$ cat src/inc/hw_watchdog_params.svh
// Timing and code constants for the hardware watchdog and reset control
`ifndef HW_WATCHDOG_PARAMS_SVH
`define HW_WATCHDOG_PARAMS_SVH

// ****************************************
// Clocks
// ****************************************
`define CLK_MHZ 250
`define XTAL_HZ 32768
`define XTAL_PERIOD_NS 30517
`define XTAL_HALF_PERIOD_NS 15258

// ****************************************
// Watchdog timing
// ****************************************
`define WD_TIMEOUT_MS 1500
`define WD_LIMIT_XTAL (`WD_TIMEOUT_MS * `XTAL_HZ / 1000)
`define LAUNCH_DELAY_XTAL 4100
`define RST_PULSE_CYCLES (`XTAL_HALF_PERIOD_NS * `CLK_MHZ / 1000)
`define OSC_SLOW_LIMIT_CYCLES (2 * `XTAL_PERIOD_NS * `CLK_MHZ / 1000)

// ****************************************
// Codes and reset values
// ****************************************
`define DEBUG_CMD_WD_RESTART 8'h14
`define ZERO16 16'h0000
`define ZERO13 13'h0000
`define ZERO12 12'h000

`endif

$ cat src/inc/hw_watchdog_pkg.sv
// Types shared by the hardware watchdog and reset control
`default_nettype none

package hw_watchdog_pkg;

  // ****************************************
  // Reset sequencer states
  // ****************************************
  typedef enum logic [2:0] {
    ST_RUN   = 3'b000,
    ST_PULSE = 3'b001,
    ST_HOLD  = 3'b010,
    ST_WAIT  = 3'b011,
    ST_FAULT = 3'b100
  } seq_state_e;

  // ****************************************
  // Pin inputs, grouped for synchronising
  // ****************************************
  typedef struct packed {
    logic ext_reset_n;
    logic emu_reset_n;
    logic pf_below_bias;
    logic wd_disable;
    logic wake;
    logic xtal;
  } pins_s;

endpackage : hw_watchdog_pkg

`default_nettype wire

$ cat src/rtl/hw_watchdog_reset_control.sv
// Hardware watchdog, crystal monitor and reset sequencer for the MPU core
`default_nettype none
`include "hw_watchdog_params.svh"

module hw_watchdog_reset_control
  import hw_watchdog_pkg::*;
#(
  parameter int WD_LIMIT = `WD_LIMIT_XTAL,
  parameter int LAUNCH_DELAY = `LAUNCH_DELAY_XTAL,
  parameter int OSC_SLOW_LIMIT = `OSC_SLOW_LIMIT_CYCLES
) (
  // Clock and resets
  input wire logic clk_i,
  input wire logic srst_i,
  input wire logic vbat_srst_i,
  // Pins
  input wire logic crystal_clock_32k_i,
  input wire logic external_reset_pin_n_i,
  input wire logic emulator_reset_pin_n_i,
  input wire logic power_fault_sense_below_i,
  input wire logic power_fault_sense_wd_disable_i,
  input wire logic wake_i,
  // Firmware and debug port
  input wire logic watchdog_refresh_bit_wr_i,
  input wire logic watchdog_overflow_flag_clr_i,
  input wire logic debug_cmd_valid_i,
  input wire logic [7:0] debug_cmd_i,
  // Outputs
  output logic mpu_reset_o,
  output logic mpu_launch_o,
  output logic digital_halt_o,
  output logic config_ram_clear_o,
  output logic watchdog_overflow_flag_o
);

  localparam logic [15:0] WD_LAST = 16'(WD_LIMIT - 1);
  localparam logic [12:0] LAUNCH_LAST = 13'(LAUNCH_DELAY - 1);
  localparam logic [11:0] PULSE_LAST = 12'(`RST_PULSE_CYCLES - 1);
  localparam logic [15:0] GAP_LAST = 16'(OSC_SLOW_LIMIT - 1);

  // ****************************************
  // Pin synchronisers
  // ****************************************
  pins_s pins_raw;
  pins_s sync1;
  pins_s sync2;
  logic xtal_d;

  assign pins_raw = '{ext_reset_n: external_reset_pin_n_i, emu_reset_n: emulator_reset_pin_n_i,
                      pf_below_bias: power_fault_sense_below_i, wd_disable: power_fault_sense_wd_disable_i,
                      wake: wake_i, xtal: crystal_clock_32k_i};

  // Sync reset drops to idle levels so no false source appears at release
  always_ff @(posedge clk_i) begin
    if (srst_i) begin
      sync1 <= '{ext_reset_n: 1'b1, emu_reset_n: 1'b1, wake: 1'b1, default: 1'b0};
      sync2 <= '{ext_reset_n: 1'b1, emu_reset_n: 1'b1, wake: 1'b1, default: 1'b0};
      xtal_d <= 1'b0;
    end else begin
      sync1 <= pins_raw;
      sync2 <= sync1;
      xtal_d <= sync2.xtal;
    end
  end

  logic xtal_tick;
  logic wd_off;
  logic pin_src;
  logic emu_src;
  assign xtal_tick = sync2.xtal & ~xtal_d;
  assign wd_off = sync2.wd_disable;
  // Tying the sense pin high also masks the power-fault comparator
  assign pin_src = ~sync2.ext_reset_n | (sync2.pf_below_bias & ~wd_off);
  assign emu_src = ~sync2.emu_reset_n;

  // ****************************************
  // Watchdog counter and crystal monitor
  // ****************************************
  seq_state_e state;
  seq_state_e next_state;
  logic [15:0] wd_cnt;
  logic [15:0] next_wd_cnt;
  logic [15:0] gap_cnt;
  logic [15:0] next_gap_cnt;
  logic watchdog_overflow_flag;
  logic osc_slow;
  logic wd_restart;

  assign wd_restart = watchdog_refresh_bit_wr_i | ~sync2.wake
                    | (debug_cmd_valid_i & (debug_cmd_i == `DEBUG_CMD_WD_RESTART));
  // A refresh on the last crystal edge still counts as in time
  assign watchdog_overflow_flag = (state == ST_RUN) & ~wd_off & ~wd_restart & xtal_tick & (wd_cnt == WD_LAST);
  assign osc_slow = ~wd_off & ~xtal_tick & (gap_cnt == GAP_LAST);

  always_comb begin
    next_wd_cnt = wd_cnt;
    if (wd_off || state != ST_RUN || wd_restart) begin
      next_wd_cnt = `ZERO16;
    end else if (xtal_tick) begin
      next_wd_cnt = wd_cnt + 16'h0001;
    end
    next_gap_cnt = gap_cnt;
    if (xtal_tick || wd_off) begin
      next_gap_cnt = `ZERO16;
    end else if (gap_cnt != GAP_LAST) begin
      next_gap_cnt = gap_cnt + 16'h0001; // Saturates while the crystal stays stopped
    end
  end

  always_ff @(posedge clk_i) begin
    if (srst_i) begin
      wd_cnt <= `ZERO16;
      gap_cnt <= `ZERO16;
    end else begin
      wd_cnt <= next_wd_cnt;
      gap_cnt <= next_gap_cnt;
    end
  end

  // ****************************************
  // Reset sequencer
  // ****************************************
  logic [11:0] pulse_cnt;
  logic [11:0] next_pulse_cnt;
  logic [12:0] wait_cnt;
  logic [12:0] next_wait_cnt;
  logic next_mpu_reset;
  logic next_mpu_launch;
  logic next_halt;

  always_comb begin
    next_state = state;
    next_pulse_cnt = `ZERO12;
    next_wait_cnt = `ZERO13;
    next_mpu_launch = 1'b0;
    case (state)
      ST_RUN: begin
        if (pin_src || emu_src) begin
          next_state = ST_HOLD;
        end else if (osc_slow) begin
          next_state = ST_FAULT;
        end else if (watchdog_overflow_flag) begin
          next_state = ST_PULSE;
        end
      end
      ST_PULSE: begin
        next_pulse_cnt = pulse_cnt + 12'h001;
        if (pin_src || emu_src) begin
          next_state = ST_HOLD;
        end else if (pulse_cnt == PULSE_LAST) begin
          next_state = ST_WAIT;
        end
      end
      ST_HOLD: begin
        if (!pin_src && !emu_src) begin
          next_state = ST_WAIT;
        end
      end
      ST_WAIT: begin
        next_wait_cnt = wait_cnt + (xtal_tick ? 13'h0001 : 13'h0000);
        if (pin_src || emu_src) begin
          next_state = ST_HOLD;
        end else if (osc_slow) begin
          next_state = ST_FAULT;
        end else if (xtal_tick && wait_cnt == LAUNCH_LAST) begin
          next_state = ST_RUN;
          next_mpu_launch = 1'b1;
        end
      end
      ST_FAULT: begin
        // Reset pulse waits for the crystal to run again or the watchdog to be disabled; a pin source goes to hold at once
        if (pin_src || emu_src) begin
          next_state = ST_HOLD;
        end else if (xtal_tick || wd_off) begin
          next_state = ST_PULSE;
        end
      end
      default: begin
        next_state = ST_HOLD;
      end
    endcase
    next_mpu_reset = (next_state == ST_PULSE) || (next_state == ST_HOLD);
    next_halt = pin_src;
  end

  always_ff @(posedge clk_i) begin
    if (srst_i) begin
      state <= ST_HOLD;
      pulse_cnt <= `ZERO12;
      wait_cnt <= `ZERO13;
      mpu_reset_o <= 1'b1;
      mpu_launch_o <= 1'b0;
      digital_halt_o <= 1'b1;
      config_ram_clear_o <= 1'b1;
    end else begin
      state <= next_state;
      pulse_cnt <= next_pulse_cnt;
      wait_cnt <= next_wait_cnt;
      mpu_reset_o <= next_mpu_reset;
      mpu_launch_o <= next_mpu_launch;
      digital_halt_o <= next_halt;
      config_ram_clear_o <= next_halt;
    end
  end

  // ****************************************
  // Battery-backed overflow flag
  // ****************************************
  logic flag_set;
  logic next_flag;

  // Set wins over a clear in the same cycle so no overflow is lost
  assign flag_set = watchdog_overflow_flag | ((state == ST_RUN || state == ST_WAIT) & osc_slow & ~pin_src & ~emu_src);

  always_comb begin
    next_flag = watchdog_overflow_flag_o;
    if (srst_i) begin
      // Digital reset freezes the flag; its set and clear logic may be unpowered
      next_flag = watchdog_overflow_flag_o;
    end else if (flag_set) begin
      next_flag = 1'b1;
    end else if (watchdog_overflow_flag_clr_i || ~sync2.ext_reset_n) begin
      next_flag = 1'b0;
    end
  end

  // Of the two resets only the battery reset clears it; the digital reset leaves it alone
  always_ff @(posedge clk_i) begin
    if (vbat_srst_i) begin
      watchdog_overflow_flag_o <= 1'b0;
    end else begin
      watchdog_overflow_flag_o <= next_flag;
    end
  end

  // ****************************************
  // Assertions
  // ****************************************
  property p_ovf_sets_flag;
    @(posedge clk_i) disable iff (srst_i || vbat_srst_i) watchdog_overflow_flag |=> watchdog_overflow_flag_o;
  endproperty
  a_ovf_sets_flag: assert property (p_ovf_sets_flag) else $error("overflow did not set flag");

  property p_ovf_pulse;
    @(posedge clk_i) disable iff (srst_i) watchdog_overflow_flag && !pin_src && !emu_src |=> mpu_reset_o [*8];
  endproperty
  a_ovf_pulse: assert property (p_ovf_pulse) else $error("overflow reset pulse missing");

  property p_launch_delay;
    @(posedge clk_i) disable iff (srst_i) mpu_launch_o |-> $past(wait_cnt, 1) == LAUNCH_LAST && !mpu_reset_o;
  endproperty
  a_launch_delay: assert property (p_launch_delay) else $error("launch before delay elapsed");

  property p_flag_kept;
    @(posedge clk_i) disable iff (vbat_srst_i) srst_i |=> $stable(watchdog_overflow_flag_o);
  endproperty
  a_flag_kept: assert property (p_flag_kept) else $error("flag lost in digital reset");

  property p_pin_clears_flag;
    @(posedge clk_i) disable iff (srst_i || vbat_srst_i) !sync2.ext_reset_n && !flag_set |=> !watchdog_overflow_flag_o;
  endproperty
  a_pin_clears_flag: assert property (p_pin_clears_flag) else $error("reset pin did not clear flag");

  property p_disable_holds;
    @(posedge clk_i) disable iff (srst_i)
      wd_off |=> wd_cnt == `ZERO16 && (digital_halt_o == !$past(sync2.ext_reset_n));
  endproperty
  a_disable_holds: assert property (p_disable_holds) else $error("disabled watchdog still counting");

  property p_restart;
    @(posedge clk_i) disable iff (srst_i) wd_restart |=> wd_cnt == `ZERO16;
  endproperty
  a_restart: assert property (p_restart) else $error("refresh did not restart count");

  property p_halt;
    @(posedge clk_i) disable iff (srst_i) pin_src |=> digital_halt_o && config_ram_clear_o && mpu_reset_o;
  endproperty
  a_halt: assert property (p_halt) else $error("halt not asserted");

  property p_emu_reset;
    @(posedge clk_i) disable iff (srst_i) emu_src |=> mpu_reset_o;
  endproperty
  a_emu_reset: assert property (p_emu_reset) else $error("emulator reset not applied");

  property p_osc_fault;
    @(posedge clk_i) disable iff (srst_i) state == ST_RUN && osc_slow && !pin_src && !emu_src
      |=> state == ST_FAULT && mpu_reset_o == 1'b0;
  endproperty
  a_osc_fault: assert property (p_osc_fault) else $error("crystal fault not caught");

  property p_count_zero;
    @(posedge clk_i) disable iff (srst_i) mpu_launch_o |-> wd_cnt == `ZERO16;
  endproperty
  a_count_zero: assert property (p_count_zero) else $error("count not fresh at launch");

endmodule : hw_watchdog_reset_control

`default_nettype wire

$ cat config.mk
export PLATFORM = sky130hd
export DESIGN_NAME = hw_watchdog_reset_control
export DESIGN_NICKNAME = d
export VERILOG_FILES = /design/src/inc/hw_watchdog_pkg.sv /design/src/rtl/hw_watchdog_reset_control.sv
export VERILOG_INCLUDE_DIRS = /design/src /design/src/inc
export SDC_FILE = /design/constraint.sdc
export NUM_CORES = 1
export LEC_CHECK = 0
export BUFFER_PORTS_ARGS = -buffer_cell sky130_fd_sc_hd__buf_4
export CAP_MARGIN = 10
export CORE_UTILIZATION = 59
export CTS_CLUSTER_SIZE = 8
export DETAILED_ROUTE_END_ITERATION = 8
export PLACE_DENSITY = 0.88
export SLEW_MARGIN = 20
export SYNTH_ARGS = -nofsm -noshare
export SYNTH_HDL_FRONTEND = slang
export SYNTH_SLANG_ARGS = --single-unit
$ cat constraint.sdc
create_clock -name clk_i -period 2.2 [get_ports clk_i]
set_input_delay 0.22 -clock clk_i [delete_from_list [all_inputs] [get_ports clk_i]]
set_output_delay 0.22 -clock clk_i [all_outputs]
set_load 0.05 [all_outputs]
==> results of run 1 <==
-- worst reg2reg max path, stage by stage (launching register included) --
cell     delay (ns)
dfxtp_1        0.42
ha_1           0.19
nor4b_1        0.33
nand4_1        0.34
o21ai_0        0.27
a21oi_1        0.10
or2_2          0.27
-- power breakdown --
part	internal [uW]	leakage [uW]	switching, uW	total (uW)
clock	864	0.000129	518	1380
combinational	61.0	0.000618	71.4	132
sequential	1410	0.000624	18.5	1430
-- area by class of cell --
type | instances | area [sq um] | share of cell area, %
Clock buffer | 9 | 124 | 3.27
Multi-Input combinational cell | 269 | 1680 | 44.3
Clock inverter | 7 | 138 | 3.63
Inverter | 9 | 33.8 | 0.891
Tap cell | 70 | 87.6 | 2.31
Sequential cell | 77 | 1540 | 40.6
Timing Repair Buffer | 25 | 188 | 4.95
-- stage by stage --
step / utilization (%) / cell area [sq um] / hold WS [ns]
2_1_floorplan: - / 3310 / 0.289
3_5_place_dp: 67.0 / 3530 / 0.386
4_1_cts: 72.0 / 3790 / 0.0158
3_3_place_gp: 67.0 / 3530 / 0.383
5_1_grt: 72.0 / 3790 / 0.0244
6_report: 72.0 / 3790 / 0.0216
-- flip-flops by register name, summed over array words and instances (netlist names) --
name	cells
config_ram_clear_o	1
pulse_cnt	12
mpu_reset_o	1
xtal_d	1
wait_cnt	13
sync2	5
mpu_launch_o	1
wd_off	1
watchdog_overflow_flag_o	1
sync1	6
gap_cnt	16
state	3
wd_cnt	16
-- cells in the mapped netlist (9+ instances only) --
cell type   n
dfxtp_1    77
nand2_1    15
nand4_1    12
and3_1     12
clkbuf_1   12
xor2_1     30
nor2_1     61
xnor2_1    15
nor2b_1    14
inv_1       9
or2_2      12
nand3_1    19
o21ai_0     9
a21oi_1    12
-- cell families after synthesis --
family / synth area share (%)
adder cells (fa/ha/maj): 2.64
buffers and inverters: 2.76
AND/OR/NAND/NOR: 30.6
XOR/XNOR: 11.9
flip-flops: 46.5
multiplexers: 0.302
AO/OA/AOI/OAI: 5.28
-- worst paths after layout --
check	from	slack [ns]	to	cells after the start
hold / removal	vbat_srst_i	0.02	watchdog_overflow_flag_o	2
setup reg to reg	gap_cnt[0]	0.17	state[1]	6
setup / recovery	gap_cnt[0]	0.17	state[1]	6
hold reg to reg	sync1[4]	0.41	sync2[4]	1
-- routing by layer --
layer	wire, um	vias up	GRT usage (%)
met5	0	-	0
met4	119	0	10.4
met3	228	15	6.67
met2	3040	46	40.4
met1	2970	1254	28.4
li1	-	1304	-
==> impl_results.md, run 1 <==
* Outcome: completed
* Global-route wire length before repair at between 10 and 15 mm
* Die ar. at approximately 6000 sq um
* Worst path slowest cell: dfxtp_1
* Post-synthesis cell type count at 39
* TritonCTS Sinks at 77
* Final Hold Violating Endpoints at 0
* Largest net degree at the start of global routing at 24
* CP delay by family, top: simple AND/OR/NAND/NOR gates
* Clock root cell: clkbuf_8
* Seq cells post-synth at 77
* Nets at about 420
* Area Overhead vs Synth at 14.5%
* Worst min path class: in2reg
* Largest area contributor in the netlist: dfxtp_1
* PostCTS Resize Cnt at 0
* Critical path fanouts, max at 6
* Port bufs at 24
* Post-Layout Cell Count at 466
* Max_cap viols at 0
* CP Cell Sequence: ha_1, nor4b_1, nand4_1, o21ai_0, a21oi_1, or2_2
* Initial antenna violation count at 0
* Synth area leaders: dfxtp_1 (47%), xor2_1 (7.9%), nor2_1 (6.9%)
* Total CTS buffers at 9
* Final setup fails at 0
* Width of the die at approximately 77 um
* Final clock skew at 0.00815 ns
* Max VDD drop at roughly 0.56 mV
* Commonest non-fill, non-tap cell in the layout: dfxtp_1
* Final critical-path share of the clock period at about 90%
* Crit path launch type: register
* 1st-iter DRT viols at 217
* FP Rows at 26
* Overall Global Routing Usage at a little under a quarter
* Fmax achieved at around 490 MHz
* Pwr Total at just under 3000 uW
* Remaining DRCs at 0
* Vias in the first global route at 2592
* Hold buffer count at cts at 0
* Main synth FF type: dfxtp_1
* Via count at 2619
* Syn. warnings at 0
* Drt wl/cell at between 10 and 15 um
* WP data required at 2.45 ns
* Remaining antenna violation count after routing at 0
* Unrepaired setup endpoints after global routing: no
* CP Capture Type: register
* Initial core utilization at 62.9%
* Post-Syn Nets at 396
* Final WS setup at approximately 0.17 ns
* Chip height at 77.0 um
* Slew margin rel. at roughly three fifths
* Ports at 25
* Placed instance count at between 400 and 500
* CTS tree: built
* Cell count after synthesis at approximately 370
* Setup TNS at 0 ns
* CTS max path bufs at 2
* Fraction of registers with async set/reset at 0%
* Post-layout minimum cycle time at slightly above 2 ns
* Layout cells sized above 1 at about 14%
* Post-CTS Setup Bufs at 0
* WP buf/inv at 0
* Top-area cell type share of the netlist area at roughly 47%
* H-tree levels at 3
* Routability cong. at between 0.9 and 1
* CP max stage delay at 0.42 ns
* Worst-Margin Slew at 0.613 ns
* Total Wirelength at roughly 6.4 mm
* Fillers at 383
* Lkg Pwr at 0.00137 uW
* Pre-CTS setup slack at 0.183 ns
* Critical path class: reg2reg
* Max-slew violation count at 0
* Cell area after synthesis at 3310 sq um
* Post-synth EDFFs at 0
* CP Data Arrival Time at 2.28 ns
* Detailed-placement wirelength estimate at around 4.2 mm
* Highest-count cells in the layout ignoring fill and taps: dfxtp_1 (77), nor2_1 (61), xor2_1 (30)
* ANT cells at 0
* P per Cell Area at slightly below 800 nW/um^2
* Routed vias/inst at ~5.6
* Sequential share of the synthesized area at between 40% and 50%
* Core Region at roughly 5300 sq um
* CTS clk-pin slew, worst paths at 0.08 ns
* First-pass DRT Iterations at 4
* GR Overflow Total at 0
* Mean Syn Cell Area at 8.98 sq um
* Latest clock arrival within the worst-skew pair at between 0.3 and 0.4 ns
(Power assumes the default switching activity.)
==> inputs of run 2 (changes only) <==
Settings changed: CORE_ASPECT_RATIO from default to 0.6.
==> impl_results.md, run 2 (same netlist as run 1, synthesis figures left out) <==
* Width of the die at 98.8 um
* Global-route wire length before repair at between 10 and 15 mm
* Clk pwr share at between 40 and 50%
* Drt wl/cell at ~14 um
* First-pass DRT Iterations at 4
* Die ar. at about 5900 sq um
* Ports at 25
* CTS clk-pin slew, worst paths at around 0.070 ns
* GR peak layer: met2
* Overall Global Routing Usage at 23.8%
* Commonest non-fill, non-tap cell in the layout: dfxtp_1
* Lkg Pwr at 0.00135 uW
* CTS tree: built
* Crit path launch type: register
* Met3 usage at under 10%
* Slew margin rel. at 47.6%
* Max VDD drop at 0.495 mV
* Total Wirelength at approximately 6.5 mm
* Fin util at 71.5%
* Vias in the first global route at about 2400
* Final Hold Violating Endpoints at 0
* Unrepaired setup endpoints after global routing: no
* Switch Pwr at 579 uW
* Max-slew violation count at 0
* Final clock skew at roughly 0.0075 ns
* H-tree levels at 3
* P per Cell Area at 726 nW/um^2
* Detailed-placement wirelength estimate at between 4 and 5 mm
* M2 GR Usage at 37.8%
* Highest-count cells in the layout ignoring fill and taps: dfxtp_1 (77), nor2_1 (61), xor2_1 (30)
* Reg power frac at around 53%
* Routed vias/inst at 5.58
* P_int at ~2100 uW
* PostCTS Resize Cnt at 0
* WP data required at roughly 2.4 ns
* Worst-Margin Slew at 0.766 ns
* DP Area at 3530 sq um
* Largest net degree at the start of global routing at 24
* Post-layout minimum cycle time at 2.01 ns
* Remaining DRCs at 0
* Final hold slack at 0.0348 ns
* Outcome: completed
* Remaining antenna violation count after routing at 0
* Worst min path class: in2reg
* Chip height at about 60 um
* Largest registers: gap_cnt (16), wd_cnt (16), wait_cnt (13)
* Port bufs at 24
* Via count at around 2600
* Clock root cell: clkbuf_8
* CP Data Arrival Time at approximately 2.3 ns
* CTS max path bufs at 2
* Final setup fails at 0
* Fmax achieved at about 500 MHz
* Routability cong. at approximately 0.89
* TritonCTS Sinks at 77
* Total CTS buffers at 9
* Area Overhead vs Synth at 12.9%
* Post-Layout Cell Count at about 460
* Layout cells sized above 1 at ~14%
* Switching share of total power at between 20% and 30%
* Nets at ~420
* Hold buffer count at cts at 0
* CP Capture Type: register
* Placed instance count at ~450
* Post-CTS Setup Bufs at 0
* Finished Cell Area at approximately 3700 sq um
* ANT cells at 0
* Critical path fanouts, max at 6
* 1st-iter DRT viols at ~170
* Core Region at 5230 sq um
* GR Overflow Total at 0
* Max_cap viols at 0
* Setup TNS at 0 ns
* Initial antenna violation count at 0
* FP Rows at 20
* Met1 usage at approximately a third
* Critical path class: reg2reg
* Comb pwr share at 4.9%
* Final critical-path share of the clock period at approximately nine tenths
* Latest clock arrival within the worst-skew pair at 0.35 ns
* Initial core utilization at between 60% and 70%
-- run 2: worst paths after layout --
path / slack, ns / endpoint / start / depth (start not counted)
setup / recovery: 0.19 / state[1] / gap_cnt[0] / 6
hold / removal: 0.03 / watchdog_overflow_flag_o / vbat_srst_i / 2
setup reg to reg: 0.19 / state[1] / gap_cnt[0] / 6
hold reg to reg: 0.41 / sync2[5] / sync1[5] / 1
-- run 2: stage by stage --
| step | worst slack, ns | power, uW |
|---|---|---|
| after floorplan | 0.515 | 1550 |
| after global placement | 0.393 | 1590 |
| after detailed placement | 0.238 | 1590 |
| after CTS | 0.231 | 2730 |
| after global routing | 0.0270 | 2800 |
| final | 0.186 | 2710 |
-- run 2: layout make-up --
class                           count  area [sq um]
Tap cell                           66          82.6
Clock buffer                       11           141
Fill cell                         401          1490
Multi-Input combinational cell    269          1680
Sequential cell                    77          1540
Clock inverter                      4          72.6
Timing Repair Buffer               25           188
Inverter                            9          33.8
-- run 2: critical path: stages (launching register included) --
cell and delay, ns:
dfxtp_1 0.40, ha_1 0.17, nor4b_1 0.35, nand4_1 0.35, o21ai_0 0.26, a21oi_1 0.11, or2_2 0.28
-- run 2: metal layers --
metal | vias up | wire length [um]
li1 | 1300 | -
met1 | 1205 | 3110
met2 | 63 | 3000
met3 | 6 | 309
met4 | 0 | 48
met5 | - | 0
-- run 2: power groups by stage --
stage          clock network (uW)  logic (uW)  registers (uW)
4_1_cts                      1170         132            1430
3_3_place_gp                    0         127            1460
2_1_floorplan                   0        80.5            1470
3_5_place_dp                    0         131            1460
5_1_grt                      1220         144            1430
6_report                     1150         132            1430
==> inputs of run 3 (changes only) <==
Settings changed: ABC_AREA from default to 1, CORE_UTILIZATION 59 to 35, PLACE_DENSITY 0.88 to 0.61.
==> impl_results.md, run 3 <==
* Count leader, synth: nand2_1
* Largest area contributor in the netlist: dfxtp_1
* Largest registers: gap_cnt (16), wd_cnt (16), wait_cnt (13)
* Remaining antenna violation count after routing at 0
* GR Overflow Total at 0
* Reg2reg setup slack at between 0.3 and 0.4 ns
* Final clock skew at 0.00550 ns
* Final setup fails at 0
* Synth area leaders: dfxtp_1 (43%), nand2_1 (11%), nor2_1 (7.9%)
* Ports at 25
* Max_cap viols at 0
* FP Rows at 28
* Chip height at ~80 um
* Pre-CTS setup slack at around 0.32 ns
* Port bufs at 24
* ANT cells at 0
* Largest net degree at the start of global routing at 20
* Latest clock arrival within the worst-skew pair at between 0.3 and 0.4 ns
* Fillers at just over 1000
* Hold buffer count at cts at 0
* Area Overhead vs Synth at 18.3%
* Max-slew violation count at 0
* CP Data Arrival Time at 2.12 ns
* Unrepaired setup endpoints after global routing: no
* Main synth FF type: dfxtp_1
* Initial antenna violation count at 0
* Lkg Pwr at between 0.0015 and 0.002 uW
* Nets at between 500 and 600
* Total CTS buffers at 9
* Post-CTS Setup Bufs at 0
* Critical path origin: sync2[0]
* WP data required at around 2.4 ns
* Top-area cell type share of the netlist area at 43.0%
* Highest-count cells in the layout ignoring fill and taps: nand2_1 (103), dfxtp_1 (77), nor2_1 (75)
* Fmax achieved at around 530 MHz
* Core Region at 9910 sq um
* Post-layout minimum cycle time at around 1.9 ns
* Cell area after synthesis at around 3600 sq um
* Global-route wire length before repair at around 12 mm
* Total Wirelength at 7.23 mm
* Mean Syn Cell Area at 7.09 sq um
* CP Capture Type: register
* FF-to-FF path depth at 11
* Detailed-placement wirelength estimate at between 5 and 6 mm
* Setup TNS at 0 ns
* Max VDD drop at between 0.3 and 0.4 mV
* Post-synthesis cell type count at 38
* CTS max path bufs at 2
* Sequential share of the synthesized area at a little over two fifths
* Remaining DRCs at 0
* CTS tree: built
* Outcome: completed
* Post-synth top cells: nand2_1 (103), dfxtp_1 (77), nor2_1 (75), inv_1 (59), a21oi_1 (43)
* Via count at approximately 3100
* FF-to-FF Start: sync2[0]
* Critical path fanouts, max at 5
* Layout cells sized above 1 at between 10 and 15%
* PostCTS Resize Cnt at 0
* P per Cell Area at 748 nW/um^2
* H-tree levels at 3
* Post-Syn Nets at approximately 530
* Routability cong. at 0.810
* Slew margin rel. at between 60% and 70%
* Initial core utilization at between 30% and 40%
* R2r endpoint: wait_cnt[12]
* Post-synth EDFFs at 0
* First-pass DRT Iterations at 4
* Vias in the first global route at ~2800
* Worst min path class: in2reg
* Final hold slack at 0.0444 ns
* Syn. warnings at 0
* Critical path class: reg2reg
* Drt wl/cell at roughly 11 um
* Die ar. at roughly 11000 sq um
* Width of the die at around 130 um
* Crit path to: wait_cnt[12]
* Final critical-path share of the clock period at about 86%
* CTS clk-pin slew, worst paths at 0.06 ns
* Seq cells post-synth at 77
* Overall Global Routing Usage at ~15%
* Crit path launch type: register
* Worst-Margin Slew at around 0.5 ns
* TritonCTS Sinks at slightly below 80
* Final Hold Violating Endpoints at 0
* Final WS setup at 0.307 ns
* Fraction of registers with async set/reset at 0%
* Routed vias/inst at between 4 and 5
* 1st-iter DRT viols at a little under 200
* Clock root cell: clkbuf_16
* Cell count after synthesis at 505
* Commonest non-fill, non-tap cell in the layout: nand2_1
==> run 3: changes by cell type after synthesis, moves of 12 or more <==
cell | before | now
inv_2 | 0 | 14
a21oi_1 | 12 | 43
inv_1 | 9 | 59
and3_1 | 12 | 0
xnor2_1 | 15 | 1
nor2b_1 | 14 | 0
nor2_1 | 61 | 75
o21ai_0 | 9 | 24
nand2_1 | 15 | 103
xor2_1 | 30 | 6
==> run 3: worst min-delay path by stage <==
stage	startpoint	end	cells past startpoint
4_1_cts	vbat_srst_i	watchdog_overflow_flag_o	2
6_report	vbat_srst_i	watchdog_overflow_flag_o	2
3_3_place_gp	vbat_srst_i	watchdog_overflow_flag_o	2
5_1_grt	vbat_srst_i	watchdog_overflow_flag_o	2
3_5_place_dp	sync1[1]	sync2[1]	1
2_1_floorplan	vbat_srst_i	watchdog_overflow_flag_o	1
==> run 3: worst max-delay path, cell delays in order, from the launching register on <==
cell	delay (ns)
dfxtp_1	0.35
inv_2	0.06
nor2_4	0.08
ha_1	0.17
ha_1	0.16
nand2_1	0.06
nor2_1	0.16
nand2_1	0.14
nor4_1	0.27
nand2_1	0.12
o21ai_1	0.15
a21oi_1	0.06
==> run 3: power by group <==
group	switching, uW	internal (uW)
logic	84.8	56.8
registers	14.3	1410
clock network	577	1020
total	676	2490
==> run 3: layer usage <==
metal | up-vias | share of wire [%] | track usage (%)
li1 | 1671 | - | -
met1 | 1364 | 55 | 20.0
met2 | 49 | 39 | 20.9
met3 | 11 | 4.8 | 4.55
met4 | 0 | 1.2 | 5.86
met5 | - | 0 | 0
==> run 3: stage by stage <==
step                      area (sq um)  util (%)  total power (uW)  instances
after floorplan                   3580         -              1550        505
after global placement            3910      39.5              1600        660
after detailed placement          3910      39.5              1600        660
after CTS                         4240      42.7              3210        676
after global routing              4240      42.7              3280        676
final                             4240      42.7              3170        676
==> run 3: layout make-up <==
cell class / instances / area, sq um / area share [%]
multi-input cells: 348 / 1720 / 40.6
flip-flops and latches: 77 / 1540 / 36.4
inverters: 75 / 295 / 6.97
clock buffers: 10 / 239 / 5.64
repair buffers: 25 / 188 / 4.43
well taps: 135 / 169 / 3.99
clock inverters: 6 / 86.3 / 2.04
==> run 3: kinds of logic (layout without fill, tap and decap cells) <==
group,count (synthesis),count (layout),share of synthesized area [%]
adder cells (fa/ha/maj),7,7,2.45
flip-flops,77,77,43.0
XOR/XNOR,7,7,1.71
AO/OA/AOI/OAI,79,79,11.5
AND/OR/NAND/NOR,255,255,32.4
buffers and inverters,80,116,8.94
